### src/rtl/modbus_frame_pkg.sv
package modbus_frame_pkg;

    localparam longint CLK_HZ        = 50_000_000;
    localparam longint US_PER_S      = 1_000_000;
    localparam int     MS_CYCLES     = int'(CLK_HZ / 1000);

    // Silent gap per rate, in microseconds, rounded up to cycles
    localparam longint GAP_9600_US   = 4000;
    localparam longint GAP_19200_US  = 2000;
    localparam longint GAP_FAST_US   = 1750;
    localparam longint GAP_9600_CYC  = (GAP_9600_US * CLK_HZ + US_PER_S - 1) / US_PER_S;
    localparam longint GAP_19200_CYC = (GAP_19200_US * CLK_HZ + US_PER_S - 1) / US_PER_S;
    localparam longint GAP_FAST_CYC  = (GAP_FAST_US * CLK_HZ + US_PER_S - 1) / US_PER_S;

    localparam logic [2:0] BAUD_9600  = 3'h0;
    localparam logic [2:0] BAUD_19200 = 3'h1;

    localparam logic [13:0] TIMEOUT_MS_MAX  = 14'h2710;
    localparam logic [13:0] TIMEOUT_MS_INIT = 14'h0000;
    localparam logic [6:0]  WAIT_MS_MAX     = 7'h64;
    localparam logic [6:0]  WAIT_MS_INIT    = 7'h0a;

    localparam logic [7:0] ADDR_BCAST = 8'h00;
    localparam logic [7:0] FC_READ    = 8'h03;
    localparam logic [7:0] FC_WRITE1  = 8'h06;
    localparam logic [7:0] FC_DIAG    = 8'h08;
    localparam logic [7:0] FC_WRITEN  = 8'h10;

    localparam logic [8:0] LEN_FIXED    = 9'h008;
    localparam logic [8:0] LEN_WN_MIN   = 9'h00b;
    localparam logic [8:0] LEN_WN_MAX   = 9'h029;
    localparam logic [8:0] LEN_MIN      = 9'h004;
    localparam logic [8:0] LEN_LIMIT    = 9'h100;
    localparam int         QUERY_MAX_LEN = 41;

    localparam logic [15:0] CRC_INIT = 16'hffff;
    localparam logic [15:0] CRC_POLY = 16'ha001;

    typedef struct packed {
        logic [7:0] addr;
        logic [7:0] func;
        logic [8:0] len;
        logic       bcast;
        logic       bad_func;
    } query_info_s;

    typedef enum logic [4:0] {
        TX_IDLE   = 5'b00001,
        TX_HOLD   = 5'b00010,
        TX_SEND   = 5'b00100,
        TX_CRC_LO = 5'b01000,
        TX_CRC_HI = 5'b10000
    } tx_state_e;

endpackage

### src/rtl/crc16_byte_step.sv
`timescale 1ns/1ns
module crc16_byte_step (
    input  wire logic [15:0] crc_i,  // Running remainder
    input  wire logic [7:0]  data_i, // Byte to fold in
    output logic      [15:0] crc_o   // Remainder after the byte
);
    always_comb begin
        logic [15:0] c;
        c = crc_i ^ {8'h00, data_i};
        for (int i = 0; i < 8; i++) begin
            c = c[0] ? ((c >> 1) ^ modbus_frame_pkg::CRC_POLY) : (c >> 1);
        end
        crc_o = c;
    end
endmodule

### src/rtl/modbus_rtu_slave_framer.sv
`timescale 1ns/1ns
module modbus_rtu_slave_framer #(
    parameter int MAX_BYTES     = modbus_frame_pkg::QUERY_MAX_LEN,
    parameter int IDX_W         = $clog2(MAX_BYTES),
    parameter int GAP_9600_CYC  = int'(modbus_frame_pkg::GAP_9600_CYC),
    parameter int GAP_19200_CYC = int'(modbus_frame_pkg::GAP_19200_CYC),
    parameter int GAP_FAST_CYC  = int'(modbus_frame_pkg::GAP_FAST_CYC),
    parameter int MS_CYC        = modbus_frame_pkg::MS_CYCLES
) (
    input  wire logic              sys_clk_i,        // System clock
    input  wire logic              rst_b_i,          // Sync reset, low
    input  wire logic [2:0]        baud_sel_i,       // Rate switch pins
    input  wire logic [4:0]        addr_sel_i,       // Address switch pins
    input  wire logic              cfg_wr_i,         // Load settings
    input  wire logic [13:0]       cfg_timeout_ms_i, // Timeout, ms
    input  wire logic [6:0]        cfg_wait_ms_i,    // Wait time, ms
    input  wire logic              rx_valid_i,       // Byte received
    input  wire logic [7:0]        rx_data_i,        // Received byte
    input  wire logic              rx_err_i,         // Framing or parity
    output logic                   query_valid_o,    // Query accepted
    output modbus_frame_pkg::query_info_s query_info_o, // Query summary
    input  wire logic [IDX_W-1:0]  rd_idx_i,         // Query byte index
    output logic      [7:0]        rd_data_o,        // Query byte
    input  wire logic              resp_valid_i,     // Response byte
    input  wire logic [7:0]        resp_data_i,      // Response data
    input  wire logic              resp_last_i,      // Last data byte
    output logic                   resp_ready_o,     // Response taken
    output logic                   tx_valid_o,       // Byte to send
    output logic      [7:0]        tx_data_o,        // Byte to send
    input  wire logic              tx_ready_i,       // Sender takes byte
    input  wire logic              alarm_clear_i,    // Clear timeout
    output logic                   comm_timeout_o    // Timeout alarm
);
    // ----------------------------------------------------------------
    // Pin synchronisers and settings
    // ----------------------------------------------------------------
    logic [2:0]  baud_m_q, baud_s_q;
    logic [4:0]  addr_m_q, addr_s_q;
    logic [13:0] timeout_q;
    logic [6:0]  wait_q;
    logic [17:0] gap_lim;
    logic [7:0]  own_addr;

    always_ff @(posedge sys_clk_i) begin
        if (!rst_b_i) begin
            baud_m_q <= 3'h0;
            baud_s_q <= 3'h0;
            addr_m_q <= 5'h00;
            addr_s_q <= 5'h00;
        end else begin
            baud_m_q <= baud_sel_i;
            baud_s_q <= baud_m_q;
            addr_m_q <= addr_sel_i;
            addr_s_q <= addr_m_q;
        end
    end

    // Out-of-range settings clamp to the top of their range
    always_ff @(posedge sys_clk_i) begin
        if (!rst_b_i) begin
            timeout_q <= modbus_frame_pkg::TIMEOUT_MS_INIT;
            wait_q    <= modbus_frame_pkg::WAIT_MS_INIT;
        end else if (cfg_wr_i) begin
            timeout_q <= (cfg_timeout_ms_i > modbus_frame_pkg::TIMEOUT_MS_MAX) ?
                         modbus_frame_pkg::TIMEOUT_MS_MAX : cfg_timeout_ms_i;
            wait_q    <= (cfg_wait_ms_i > modbus_frame_pkg::WAIT_MS_MAX) ?
                         modbus_frame_pkg::WAIT_MS_MAX : cfg_wait_ms_i;
        end
    end

    always_comb begin
        unique case (baud_s_q)
            modbus_frame_pkg::BAUD_9600:  gap_lim = 18'(GAP_9600_CYC);
            modbus_frame_pkg::BAUD_19200: gap_lim = 18'(GAP_19200_CYC);
            default:                      gap_lim = 18'(GAP_FAST_CYC);
        endcase
    end

    assign own_addr = {3'h0, addr_s_q};

    // ----------------------------------------------------------------
    // Receive framing and check
    // ----------------------------------------------------------------
    logic [7:0]  rx_buf_q [MAX_BYTES];
    logic [8:0]  rx_cnt_q;
    logic [15:0] rx_crc_q, rx_crc_nx;
    logic [17:0] gap_q;
    logic        rx_err_q;
    logic        frame_end, frame_ok, addr_hit, is_bc, supported, len_ok;
    logic [7:0]  f_addr, f_func;
    logic        query_valid_q;
    modbus_frame_pkg::query_info_s info_q;

    crc16_byte_step rx_crc_step (
        .crc_i  (rx_cnt_q == 9'h000 ? modbus_frame_pkg::CRC_INIT : rx_crc_q),
        .data_i (rx_data_i),
        .crc_o  (rx_crc_nx)
    );

    // A frame ends once the line has been quiet for the silent gap
    assign frame_end = (rx_cnt_q != 9'h000) && !rx_valid_i &&
                       (gap_q == gap_lim - 18'h1);

    always_ff @(posedge sys_clk_i) begin
        if (!rst_b_i) begin
            rx_cnt_q <= 9'h000;
            rx_crc_q <= modbus_frame_pkg::CRC_INIT;
            rx_err_q <= 1'b0;
            gap_q    <= 18'h0;
        end else if (rx_valid_i) begin
            gap_q    <= 18'h0;
            rx_crc_q <= rx_crc_nx;
            rx_err_q <= (rx_cnt_q == 9'h000) ? rx_err_i : (rx_err_q | rx_err_i);
            if (rx_cnt_q <= modbus_frame_pkg::LEN_LIMIT) begin
                rx_cnt_q <= rx_cnt_q + 9'h001;
            end
        end else if (frame_end) begin
            rx_cnt_q <= 9'h000;
            gap_q    <= 18'h0;
        end else if (rx_cnt_q != 9'h000) begin
            gap_q <= gap_q + 18'h1;
        end
    end

    always_ff @(posedge sys_clk_i) begin
        if (rx_valid_i && rx_cnt_q < 9'(MAX_BYTES)) begin
            rx_buf_q[rx_cnt_q[IDX_W-1:0]] <= rx_data_i;
        end
    end

    assign f_addr = rx_buf_q[0];
    assign f_func = rx_buf_q[1];

    always_comb begin
        addr_hit  = (own_addr != modbus_frame_pkg::ADDR_BCAST) && (f_addr == own_addr);
        is_bc     = (f_addr == modbus_frame_pkg::ADDR_BCAST);
        supported = 1'b1;
        len_ok    = 1'b0;
        unique case (f_func)
            modbus_frame_pkg::FC_READ,
            modbus_frame_pkg::FC_WRITE1,
            modbus_frame_pkg::FC_DIAG:
                len_ok = (rx_cnt_q == modbus_frame_pkg::LEN_FIXED);
            modbus_frame_pkg::FC_WRITEN:
                len_ok = (rx_cnt_q >= modbus_frame_pkg::LEN_WN_MIN) &&
                         (rx_cnt_q <= modbus_frame_pkg::LEN_WN_MAX);
            default:
                supported = 1'b0;
        endcase
        // A zero remainder over data plus low-first check field means a match
        frame_ok = !rx_err_q && (rx_crc_q == 16'h0000) &&
                   (rx_cnt_q >= modbus_frame_pkg::LEN_MIN) &&
                   (rx_cnt_q <= modbus_frame_pkg::LEN_LIMIT) &&
                   (!supported || len_ok) &&
                   (addr_hit || (is_bc &&
                    (f_func == modbus_frame_pkg::FC_WRITE1 ||
                     f_func == modbus_frame_pkg::FC_WRITEN)));
    end

    // Unsupported codes are passed on flagged so an exception can be built
    always_ff @(posedge sys_clk_i) begin
        if (!rst_b_i) begin
            query_valid_q <= 1'b0;
            info_q        <= '0;
        end else begin
            query_valid_q <= frame_end && frame_ok;
            if (frame_end && frame_ok) begin
                info_q.addr     <= f_addr;
                info_q.func     <= f_func;
                info_q.len      <= rx_cnt_q;
                info_q.bcast    <= is_bc;
                info_q.bad_func <= !supported;
            end
        end
    end

    always_ff @(posedge sys_clk_i) begin
        if (!rst_b_i) begin
            rd_data_o <= 8'h00;
        end else begin
            rd_data_o <= rx_buf_q[rd_idx_i];
        end
    end

    assign query_valid_o = query_valid_q;
    assign query_info_o  = info_q;

    // ----------------------------------------------------------------
    // Communication timeout monitor
    // ----------------------------------------------------------------
    logic [15:0] ms_cnt_q;
    logic        ms_tick;
    logic [13:0] idle_ms_q;
    logic        alarm_q;

    assign ms_tick = (ms_cnt_q == 16'(MS_CYC - 1));

    always_ff @(posedge sys_clk_i) begin
        if (!rst_b_i || ms_tick) begin
            ms_cnt_q <= 16'h0000;
        end else begin
            ms_cnt_q <= ms_cnt_q + 16'h0001;
        end
    end

    always_ff @(posedge sys_clk_i) begin
        if (!rst_b_i || query_valid_q) begin
            idle_ms_q <= 14'h0000;
        end else if (ms_tick && idle_ms_q != 14'h3fff) begin
            idle_ms_q <= idle_ms_q + 14'h0001;
        end
    end

    // Raising the alarm wins over a clear in the same cycle
    always_ff @(posedge sys_clk_i) begin
        if (!rst_b_i) begin
            alarm_q <= 1'b0;
        end else if (timeout_q != 14'h0000 && idle_ms_q >= timeout_q) begin
            alarm_q <= 1'b1;
        end else if (alarm_clear_i) begin
            alarm_q <= 1'b0;
        end
    end

    assign comm_timeout_o = alarm_q;

    // ----------------------------------------------------------------
    // Response hold-off and transmit
    // ----------------------------------------------------------------
    modbus_frame_pkg::tx_state_e tx_state_q;
    logic [23:0] hold_cnt_q, hold_lim;
    logic [15:0] tx_crc_q, tx_crc_nx;
    logic        resp_bcast_q, tx_valid_q, can_load, resp_take;
    logic [7:0]  tx_data_q, crc_lo;

    crc16_byte_step tx_crc_step (
        .crc_i  (tx_crc_q),
        .data_i (resp_data_i),
        .crc_o  (tx_crc_nx)
    );

    assign hold_lim     = 24'(wait_q) * 24'(MS_CYC);
    assign can_load     = !tx_valid_q || tx_ready_i;
    assign resp_ready_o = (tx_state_q == modbus_frame_pkg::TX_SEND) && can_load;
    assign resp_take    = resp_ready_o && resp_valid_i;
    assign crc_lo       = tx_crc_q[7:0];

    always_ff @(posedge sys_clk_i) begin
        if (!rst_b_i) begin
            tx_state_q   <= modbus_frame_pkg::TX_IDLE;
            hold_cnt_q   <= 24'h0;
            resp_bcast_q <= 1'b0;
            tx_crc_q     <= modbus_frame_pkg::CRC_INIT;
        end else begin
            unique case (tx_state_q)
                modbus_frame_pkg::TX_IDLE: begin
                    tx_crc_q   <= modbus_frame_pkg::CRC_INIT;
                    hold_cnt_q <= 24'h0;
                    if (query_valid_q) begin
                        resp_bcast_q <= info_q.bcast;
                        tx_state_q   <= info_q.bcast ? modbus_frame_pkg::TX_SEND
                                                     : modbus_frame_pkg::TX_HOLD;
                    end
                end
                modbus_frame_pkg::TX_HOLD: begin
                    // Silent gap already spent before the query was flagged
                    if (hold_cnt_q >= hold_lim) begin
                        tx_state_q <= modbus_frame_pkg::TX_SEND;
                    end else begin
                        hold_cnt_q <= hold_cnt_q + 24'h1;
                    end
                end
                modbus_frame_pkg::TX_SEND: begin
                    if (resp_take) begin
                        tx_crc_q <= tx_crc_nx;
                        if (resp_last_i) begin
                            tx_state_q <= resp_bcast_q ? modbus_frame_pkg::TX_IDLE
                                                       : modbus_frame_pkg::TX_CRC_LO;
                        end
                    end
                end
                modbus_frame_pkg::TX_CRC_LO: begin
                    if (can_load) begin
                        tx_state_q <= modbus_frame_pkg::TX_CRC_HI;
                    end
                end
                modbus_frame_pkg::TX_CRC_HI: begin
                    if (can_load) begin
                        tx_state_q <= modbus_frame_pkg::TX_IDLE;
                    end
                end
                default: tx_state_q <= modbus_frame_pkg::TX_IDLE;
            endcase
        end
    end

    // Broadcast replies are consumed and dropped, never put on the line
    always_ff @(posedge sys_clk_i) begin
        if (!rst_b_i) begin
            tx_valid_q <= 1'b0;
            tx_data_q  <= 8'h00;
        end else if (resp_take && !resp_bcast_q) begin
            tx_valid_q <= 1'b1;
            tx_data_q  <= resp_data_i;
        end else if (tx_state_q == modbus_frame_pkg::TX_CRC_LO && can_load) begin
            tx_valid_q <= 1'b1;
            tx_data_q  <= crc_lo;
        end else if (tx_state_q == modbus_frame_pkg::TX_CRC_HI && can_load) begin
            tx_valid_q <= 1'b1;
            tx_data_q  <= tx_crc_q[15:8];
        end else if (tx_ready_i) begin
            tx_valid_q <= 1'b0;
        end
    end

    assign tx_valid_o = tx_valid_q;
    assign tx_data_o  = tx_data_q;

    // ----------------------------------------------------------------
    // Checks
    // ----------------------------------------------------------------
    timeout_raise_a: assert property (@(posedge sys_clk_i) disable iff (!rst_b_i)
        $rose(alarm_q) |-> ($past(timeout_q) != 14'h0) && ($past(idle_ms_q) >= $past(timeout_q)))
        else $error("timeout alarm raised early");

    timeout_off_a: assert property (@(posedge sys_clk_i) disable iff (!rst_b_i)
        (timeout_q == 14'h0 && !alarm_q && !cfg_wr_i) |=> !alarm_q)
        else $error("alarm raised with monitoring off");

    hold_len_a: assert property (@(posedge sys_clk_i) disable iff (!rst_b_i)
        (tx_state_q == modbus_frame_pkg::TX_HOLD) ##1 (tx_state_q == modbus_frame_pkg::TX_SEND)
        |-> $past(hold_cnt_q) >= hold_lim)
        else $error("response released before wait time");

    hold_quiet_a: assert property (@(posedge sys_clk_i) disable iff (!rst_b_i)
        (tx_state_q == modbus_frame_pkg::TX_HOLD) |-> !resp_ready_o && !$rose(tx_valid_q))
        else $error("response taken during hold-off");

    gap_end_a: assert property (@(posedge sys_clk_i) disable iff (!rst_b_i)
        query_valid_o |-> $past(gap_q) == $past(gap_lim) - 18'h1)
        else $error("frame closed before silent gap");

    addr_match_a: assert property (@(posedge sys_clk_i) disable iff (!rst_b_i)
        query_valid_o |-> (query_info_o.addr == $past(own_addr)) || query_info_o.bcast)
        else $error("query for another slave accepted");

    bcast_code_a: assert property (@(posedge sys_clk_i) disable iff (!rst_b_i)
        (query_valid_o && query_info_o.bcast) |->
        (query_info_o.func == modbus_frame_pkg::FC_WRITE1 ||
         query_info_o.func == modbus_frame_pkg::FC_WRITEN))
        else $error("broadcast with forbidden code accepted");

    read_len_a: assert property (@(posedge sys_clk_i) disable iff (!rst_b_i)
        (query_valid_o && query_info_o.func == modbus_frame_pkg::FC_READ)
        |-> query_info_o.len == modbus_frame_pkg::LEN_FIXED)
        else $error("read query of wrong length accepted");

    crc_ok_a: assert property (@(posedge sys_clk_i) disable iff (!rst_b_i)
        query_valid_o |-> $past(rx_crc_q) == 16'h0000)
        else $error("query accepted with bad check field");

    bcast_silent_a: assert property (@(posedge sys_clk_i) disable iff (!rst_b_i)
        (resp_bcast_q && tx_state_q != modbus_frame_pkg::TX_IDLE && !tx_valid_q) |=> !tx_valid_q)
        else $error("byte sent for a broadcast");

    crc_low_a: assert property (@(posedge sys_clk_i) disable iff (!rst_b_i)
        (tx_state_q == modbus_frame_pkg::TX_CRC_LO && can_load)
        |=> tx_valid_q && tx_data_q == $past(crc_lo) && tx_state_q == modbus_frame_pkg::TX_CRC_HI)
        else $error("check field low byte not sent first");

endmodule

### config.mk
export PLATFORM = sky130hd
export DESIGN_NAME = modbus_rtu_slave_framer
export DESIGN_NICKNAME = d
export VERILOG_FILES = /design/src/rtl/modbus_frame_pkg.sv /design/src/rtl/crc16_byte_step.sv /design/src/rtl/modbus_rtu_slave_framer.sv
export SDC_FILE = /design/constraint.sdc
export NUM_CORES = 1
export LEC_CHECK = 0
export ABC_AREA = 1
export BUFFER_PORTS_ARGS = -buffer_cell sky130_fd_sc_hd__buf_2
export CAP_MARGIN = 0
export CORE_UTILIZATION = 38
export DETAILED_ROUTE_END_ITERATION = 7
export MAX_ROUTING_LAYER = met4
export RECOVER_POWER = 50
export SLEW_MARGIN = 10
export SYNTH_ARGS = -nofsm -noshare
export SYNTH_HDL_FRONTEND = slang
export SYNTH_SLANG_ARGS = --single-unit
### constraint.sdc
create_clock -name sys_clk_i -period 11.15 [get_ports sys_clk_i]
set_input_delay 2.23 -clock sys_clk_i [delete_from_list [all_inputs] [get_ports sys_clk_i]]
set_output_delay 2.23 -clock sys_clk_i [all_outputs]
set_load 0.05 [all_outputs]
* After elaboration in Yosys (flattened, before gate mapping)
Memories as Yosys holds them, arrays and structs flattened. A register that Yosys moved wholly into a read port is not among the register bits. Index checks and enable logic that the tools add are counted.
Storage, ports and cells: RAM bits 328, word-level logic and storage cells 188, register bits 195, bits of input ports 60, memories kept 1
Cells by class: eq/ne operators 23, magnitude comparators 9, multipliers 1, bitwise gates (word level) 20, multiplexer cells 50, reduce and logical (&&, ||, !) cells 53, add/subtract/negate cells 6
Memories:
- rx_buf_q | depth 41, bits a word 8, rd ports 3, clocked after Yosys merged registers in 1, wr ports 1, RTL line modbus_rtu_slave_framer.sv:84 | logic [7:0] rx_buf_q [MAX_BYTES];
Operator list (count):
- 2-to-1 mux 16 bit | 18
- NOT 2 -> 3 bit | 16
- case mux 24 bit (2 select lines) | 1
- case mux 18 bit (2 select lines) | 1
- case mux 16 bit (2 select lines) | 1
- bitwise XOR 16 x 8 -> 16 bit | 2
- 2-to-1 mux 5 bit | 6
- 2-to-1 mux 9 bit | 3
- case mux 5 bit (5 select lines) | 1
- adder 24 x 1 -> 24 bit (second input constant) | 1
- greater-or-equal comparator 24 x 23 -> 1 bit | 1
- 2-to-1 mux 24 bit | 1
- 2-to-1 mux 8 bit | 3
- logical AND 1 bit | 19
- multiplier 7 x 12 -> 19 bit (second input constant) | 1
- adder 18 x 1 -> 18 bit (second input constant) | 1
- equality test 18 bit | 1
- subtractor 18 x 1 -> 18 bit (second input constant) | 1
- adder 16 x 1 -> 16 bit (second input constant) | 1
- equality test 16 bit (second input constant) | 1
- logical NOT 16 bit | 1
- adder 14 x 1 -> 14 bit (second input constant) | 1
- greater-or-equal comparator 14 bit | 1
- greater-than comparator 14 bit (second input constant) | 1
- other kinds (45) | 78

* Logic depth before layout (Yosys ltp)
Gate-level depths: netlist of run 1.
depth after elaboration 19, mapped depth 25, depth with buffers taken out 25

* By module
A second synthesis of run 1 with hierarchy kept.
Unflattened totals: cells, all modules 3043, area total of the unflattened synthesis 26685.6 sq um
Modules (own cells, without submodules):
- modbus_rtu_slave_framer | seq. area each 14153.6 sq um, instances 1, area an instance 25669.6 sq um, cells an instance 2853
- crc16_byte_step | seq. area each 0.0 sq um, instances 2, area an instance 508.0 sq um, cells an instance 95

* Worst setup path before layout of run 1
Ideal clock, no wire load.
path kind input-to-output, from input port tx_ready_i, to output port resp_ready_o, arrival time 2670 ps, stages on the path 2, required time 8920 ps, setup slack 6250 ps, cells stage by stage nor2_1 -> nor2_4
On the way: longest elaborated chain between the ends 2
Ends and longest elaborated chain:
- start: declaration | RTL line modbus_rtu_slave_framer.sv:30 | input wire logic tx_ready_i,
- logical OR 1 bit | RTL line modbus_rtu_slave_framer.sv:243 | assign can_load = !tx_valid_q || tx_ready_i;
- logical AND 1 bit | RTL line modbus_rtu_slave_framer.sv:244 | assign resp_ready_o = (tx_state_q == modbus_frame_pkg::TX_SEND) && can_load;
- end: declaration | RTL line modbus_rtu_slave_framer.sv:27 | output logic resp_ready_o,
No other way between the ends.

* Worst setup path in the final report of run 1
from input port rst_b_i, to register idle_ms_q[2]
On the way: longest elaborated chain between the ends 2
Ends and longest elaborated chain:
- start: declaration | RTL line modbus_rtu_slave_framer.sv:11 | input wire logic rst_b_i,
- logical NOT 1 bit
- logical OR 1 bit | RTL line modbus_rtu_slave_framer.sv:207 | if (!rst_b_i || query_valid_q) begin
- end signal: assignment | RTL line modbus_rtu_slave_framer.sv:210 | idle_ms_q <= idle_ms_q + 14'h0001;
- end: declaration | RTL line modbus_rtu_slave_framer.sv:193 | logic [13:0] idle_ms_q;
No other way between the ends. A chain may end at the register's enable or synchronous reset.

==> results.ini, run 1 <==
[detailed_routing]
wire_per_inst_um = 17.7
drt_iter0_drc = 1483
drt_pass1_iterations = 6
vias = 19236
via_per_inst = 5.29
drc = 0
antenna_left = 0
wirelength_mm = 64.5

[sta]
hold_viol = 0
worstMarginPinSlew_ns = 2.97
slew_headroom = -0.983
setup-violations-final = 0
rsz0062_at_grt = no
fin_ws_ns = 4.32
timing.fmax_mhz = 146
maxSlewViolCount = 516
fin_tns_setup_ns = 0
skew_ns = 0.0170
period_minus_slack_ns = 6.83
fin_crit_sh = 0.613

[global_route]
grt_pass1_vias = 18240
grt_use_total = 0.192
antenna_found_initial = 0
overflow = 0
grt_max_degree = 93
grt_pass1_wl_mm = 101

[placement]
dp_cells = 3528
place_ws_ns = 5.45
place_hpwl_mm = 41.7
io_buffer_count = 106
place_area_um2 = 26900
gp_congestion = 0.861

[status]
violations = max-capacitance violations, max-slew violations
status = finished, violations left

[yosys]
synth-simple-area-share = 0.179
syn_inst = 2651
synth-adder-area-share = 0.0520
ys_seq_area_frac = 0.551
synth_top_family_by_area = simple AND/OR/NAND/NOR gates
synth_top_area_cell = edfxtp_1
synth_xor_area_frac = 0.0259
synthDistinctLibCells = 63
synthArstFlopShare = 0
yosysMostFrequentCell = nand2_1
synthFlopType = edfxtp_1
synth_edf_count = 336
synth.area.mux_share = 0.0211
ys.warnings.count = 0
synth_area_leaders = edfxtp_1 (39%), dfxtp_1 (16%), nand2_1 (5.5%), nor2_1 (5.3%), ha_1 (4.7%)
syn_area_um2 = 25700
syn_area_per_cell_um2 = 9.68
synth_seq_cells = 539
synth_compound_area_frac = 0.114
synth_common_cells = nand2_1 (378), nor2_1 (365), edfxtp_1 (336), inv_1 (225), dfxtp_1 (203)
synth_top_area_frac = 0.393

[setup_path]
crit_path_cell_trace = clkbuf_1 -> inv_1 -> clkbuf_1 -> nor2_1 -> inv_1 -> a211oi_1
start_kind = primary input
crit_path_end_kind = flip-flop
crit_family = buffers and inverters
worst-path-stages = 6
crit_path_top_delay_cell = clkbuf_1
cpPeakStageDelay_ns = 1.76
path_buf_inv = 4
critPathMaxFanout = 57
worstPathArrival_ns = 7.36
reg2reg_depth = 22
worstSetupPathType = primary input to flip-flop
crit_required_ns = 11.68

[floorplanning]
rows = 94
die-area_um2 = 68600
die_w_um = 262
dieHeight_um = 262
start_util = 0.387
io_pins = 107
core_um2 = 66300

[cells_and_area]
fillCellCount = 6377
antenna_cells = 0
final_nets = 2887
stdcell_count = 3638
drive_above_1_share = 0.0844
area_growth_pct = 12.6
stdcell_area_um2 = 28900

[clock_network]
holdBufCountCts = 0
cts_setup_buffers = 0
clk_path_buf_depth = 3
clk_pin_slew_worst_paths_ns = 0.06
clkSinkCount = 539
clock-root-buffer = clkbuf_16
clk-insertion-delay-late_ns = 0.63
numCtsBuffers = 58
cts_resized = 0
tritoncts = built
htree_levels = 2

[power]
leakage_nw = 11.0
p_total_mw = 4.87
ir_worst_vdd_v = 0.000148
powerDensity_nw_per_um2 = 168

[hold_path]
holdPathStages = 2
hold_path.class = flip-flop to flip-flop

[run]
cap_violations = 11

-- per-stage QoR --
step,utilization,hold slack (ns)
floorplan,-,0.390
global placement,0.406,0.413
detailed placement,0.406,0.412
CTS,0.437,0.425
global route,0.436,0.454
finish,0.436,0.418
-- layout make-up --
cell class | count | area (um^2) | share of cell area
Clock inverter | 37 | 482 | 0.0167
Tap cell | 864 | 1080 | 0.0374
Clock buffer | 73 | 1600 | 0.0555
Sequential cell | 539 | 14200 | 0.490
Timing Repair Buffer | 121 | 577 | 0.0200
Inverter | 239 | 901 | 0.0312
Multi-Input combinational cell | 1765 | 10100 | 0.350
-- kinds of logic (layout without fill, tap and decap cells) --
family | count (synthesis) | in the layout
flip-flops | 539 | 539
AND/OR/NAND/NOR | 1048 | 1048
multiplexers | 54 | 54
buffers and inverters | 354 | 470
AO/OA/AOI/OAI | 476 | 476
adder cells (fa/ha/maj) | 103 | 103
XOR/XNOR | 76 | 76
other | 1 | 8
-- registers in the layout (all words and copies together), names as in the netlist, 9 cells and up --
signal and cells:
rx_buf_q 336, query_info_o 27, hold_cnt_q 24, gap_q 18, ms_cnt_q 16, rx_crc_q 16, tx_crc_q 16, idle_ms_q 14
timeout_q 14, rx_cnt_q 9
-- path summary, 6_finish.rpt --
kind          startpoint        endpoint  slack [ns]
max              rst_b_i    idle_ms_q[2]        4.32
min          baud_m_q[0]     baud_s_q[0]        0.42
max reg2reg    wait_q[5]  hold_cnt_q[15]        5.28
min reg2reg  baud_m_q[0]     baud_s_q[0]        0.42
-- tightest hold or removal path, stage by stage, from the launching register on --
cell and delay (ns):
dfxtp_1 0.31, nand2_1 0.05, inv_1 0.04
-- placed cells by master, fill, tap and decap left out, types with 6 or more instances in the layout --
cell type  instances
a211oi_1           6
a21oi_1          123
a31oi_1           13
buf_2             65
buf_4              9
bufinv_16          9
clkbuf_1          51
clkbuf_16         59
clkbuf_8           7
clkinv_2          17
conb_1             8
dfxtp_1          203
edfxtp_1         336
fa_1               6
ha_1              97
inv_1            226
inv_2              6
mux2i_1           54
nand2_1          379
nand2_2           13
nand3_1          157
nand4_1           39
nor2_1           366
nor3_1            35
nor3_2             6
nor3b_1            7
nor4_1            15
o211ai_1          44
o21ai_0          161
o21ai_1            6
o21bai_1          11
o221ai_1          57
o22ai_1           15
o32ai_1           21
or2_2              6
xnor2_1           23
xor2_1            53
-- report_power, final --
part           internal [mW]  switching, mW
registers               2.16         0.0293
logic                  0.192          0.425
clock network           1.24          0.829
-- routing by layer --
layer  GRT usage  wire (um)  part of all wire
met1       0.258      29300              0.45
met2       0.293      29100              0.45
met3      0.0374       4490             0.070
met4      0.0593       1580             0.024
met5           -          0                 0
(Power assumes the default switching activity.)
==> run 2, diff against run 1 <==
==> constraint.sdc (replaced) <==
create_clock -name sys_clk_i -period 6.5 [get_ports sys_clk_i]
set_input_delay 1.3 -clock sys_clk_i [delete_from_list [all_inputs] [get_ports sys_clk_i]]
set_output_delay 1.3 -clock sys_clk_i [all_outputs]
set_load 0.05 [all_outputs]
==> run 2 against run 1 <==
Effect of this change:
- the flow still finishes with violations (max-capacitance violations, max-slew violations)
- wire length is 0.77% lower
- non-clock buffer count is 2 higher
- die area stayed put
- critical path depth is 15 higher
- first-iteration DRC count is 15% lower
- combinational power is 72% higher
- worst hold slack worse by 0.0069 ns
- worst setup slack worse by 3.3 ns
- global-route usage is 0.16 points lower
- via count is 0.34% lower
- sequential share of layout area is 0.22 points higher
- design area is 0.45% lower
==> results.ini, run 2 (synthesis results as in run 1) <==
[placement]
place_hpwl_mm = 41.3  ; was 41.7 mm
gp_congestion = 0.874  ; was 0.861
place_area_um2 = 26900  ; about the same
io_buffer_count = 106  ; unchanged
place_ws_ns = 1.11  ; was 5.45 ns

[sta]
skew_ns = 0.0200  ; was 0.0170 ns
maxSlewViolCount = 488  ; was 516
hold_viol = 0  ; unchanged
period_minus_slack_ns = 5.50
setup-violations-final = 0  ; unchanged
fin_ws_ns = 1.00  ; was 4.32 ns
slew_headroom = -1.27  ; was -0.983
fin_tns_setup_ns = 0  ; unchanged
timing.fmax_mhz = 182
fin_crit_sh = 0.845
rsz0062_at_grt = no  ; unchanged
worstMarginPinSlew_ns = 3.41  ; was 2.97 ns

[global_route]
grt_pass1_vias = 18303  ; was 18240
overflow = 0  ; unchanged
use_met1 = 0.248  ; was 0.258
antenna_found_initial = 1  ; was 0
grt_max_degree = 109  ; was 93
grt_pass1_wl_mm = 100  ; was 101 mm
grt_use_total = 0.191  ; was 0.192
use_met3 = 0.0369  ; was 0.0374
grt_use_met2 = 0.306  ; was 0.293
top_usage_layer = met2  ; unchanged

[floorplanning]
core_um2 = 66300  ; unchanged
rows = 94  ; unchanged
die_w_um = 262  ; unchanged
io_pins = 107  ; unchanged
dieHeight_um = 262  ; unchanged
start_util = 0.387  ; unchanged
die-area_um2 = 68600  ; unchanged

[clock_network]
clk_path_buf_depth = 3  ; unchanged
clock-root-buffer = clkbuf_16  ; unchanged
cts_setup_buffers = 0  ; unchanged
holdBufCountCts = 0  ; unchanged
clkSinkCount = 539  ; unchanged
tritoncts = built  ; unchanged
numCtsBuffers = 57  ; was 58
clk_pin_slew_worst_paths_ns = 0.06  ; about the same
htree_levels = 2  ; unchanged
cts_resized = 0  ; unchanged
clk-insertion-delay-late_ns = 0.63  ; about the same

[setup_path]
reg2reg_slack_ns = 1.00  ; was 5.28 ns
r2r_end = hold_cnt_q[5]  ; was hold_cnt_q[15]
reg2reg_depth = 21  ; was 22
worstPathArrival_ns = 5.89  ; was 7.36 ns
startpoint = wait_q[5]  ; was rst_b_i
r2r-start = wait_q[5]  ; unchanged
worstSetupPathType = flip-flop to flip-flop  ; was primary input to flip-flop
critPathMaxFanout = 24  ; was 57
start_kind = flip-flop  ; was primary input
crit_path_end_kind = flip-flop  ; unchanged
cp-endpoint = hold_cnt_q[5]  ; was idle_ms_q[2]
crit_required_ns = 6.90  ; was 11.68 ns

[detailed_routing]
drc = 0  ; unchanged
wire_per_inst_um = 17.6  ; was 17.7 um
drt_pass1_iterations = 5  ; was 6
antenna_left = 0  ; unchanged
vias = 19171  ; was 19236
via_per_inst = 5.27  ; was 5.29
wirelength_mm = 64.0  ; was 64.5 mm
drt_iter0_drc = 1263  ; was 1483

[cells_and_area]
final_nets = 2888  ; was 2887
drive_above_1_share = 0.0786  ; was 0.0844
stdcell_area_um2 = 28800  ; was 28900 um^2
largest_reg_flops = 336  ; unchanged
area_growth_pct = 12.1  ; was 12.6%
final_common_cell = nand2_1  ; unchanged
final_cell_mix = nand2_1 (378), nor2_1 (365), edfxtp_1 (336)  ; was nand2_1 (379), nor2_1 (366), edfxtp_1 (336)

[status]
violations = max-capacitance violations, max-slew violations  ; unchanged
status = finished, violations left  ; unchanged

[power]
ir_worst_vdd_v = 0.000205  ; was 0.000148 V
leakage_nw = 11.0  ; about the same
powerDensity_nw_per_um2 = 284  ; was 168 nW/um^2

[run]
cap_violations = 10  ; was 11

[hold_path]
hold_path.class = flip-flop to flip-flop  ; unchanged
worstHoldStart = addr_m_q[2]  ; was baud_m_q[0]

-- run 2: cell count changes in the layout (fill, tap and decap cells not counted), moves of 3 or more --
| cell | change |
|---|---|
| buf_2 | -4 |
| clkbuf_1 | +7 |
| clkbuf_8 | -6 |
| clkinv_1 | +9 |
| clkinvlp_4 | -3 |
-- run 2: worst min path at each step --
stage / slack [ns] / depth (start not counted) / endpoint
6_report: 0.41 / 2 / addr_s_q[2]
5_1_grt: 0.44 / 2 / addr_s_q[1]
4_1_cts: 0.41 / 2 / addr_s_q[2]
3_5_place_dp: 0.40 / 2 / addr_s_q[2]
3_3_place_gp: 0.40 / 2 / addr_s_q[4]
2_1_floorplan: 0.39 / 2 / addr_s_q[0]
-- run 2: power breakdown --
| part | switching, mW | internal [mW] |
|---|---|---|
| clock | 1.41 | 1.95 |
| sequential | 0.0482 | 3.70 |
| combinational | 0.733 | 0.328 |
| total | 2.19 | 5.98 |
-- run 2: critical path, stage by stage, from the launching register on --
cell      delay (ns)
dfxtp_1         0.47
inv_1           0.10
ha_1            0.28
inv_1           0.04
ha_1            0.32
ha_1            0.33
fa_1            0.46
ha_1            0.35
inv_1           0.08
nor3_1          0.27
inv_1           0.06
o211ai_1        0.31
a41oi_1         0.21
xor2_1          0.19
ha_1            0.32
nand4_1         0.12
nor3_1          0.29
nand3_1         0.12
nand4_1         0.13
nand2_1         0.51
nand2_1         0.23
a21oi_1         0.10
-- run 2: per-layer routing --
metal  wire length, um  vias up
li1                  -     9402
met5                 0        -
met4              1220        0
met1             29200     9212
met2             29600      474
met3              3960       83
-- run 2: final cells by class --
cell class | count | area [um^2]
antenna | 2 | 5.00
inverter | 239 | 901
clock inverter | 41 | 460
multi-input combinational | 1765 | 10100
fill | 6304 | 37600
sequential | 539 | 14200
timing repair buffer | 123 | 596
tap | 864 | 1080
clock buffer | 65 | 1470
-- run 2: per-stage QoR --
step           std cells  utilization  power, mW  hold slack [ns]
2_1_floorplan       2658            -       4.58            0.390
3_3_place_gp        3530        0.406       4.85            0.405
3_5_place_dp        3530        0.406       4.88            0.400
4_1_cts             3636        0.435       8.22            0.413
5_1_grt             3636        0.434       8.50            0.439
6_report            3638        0.434       8.16            0.411
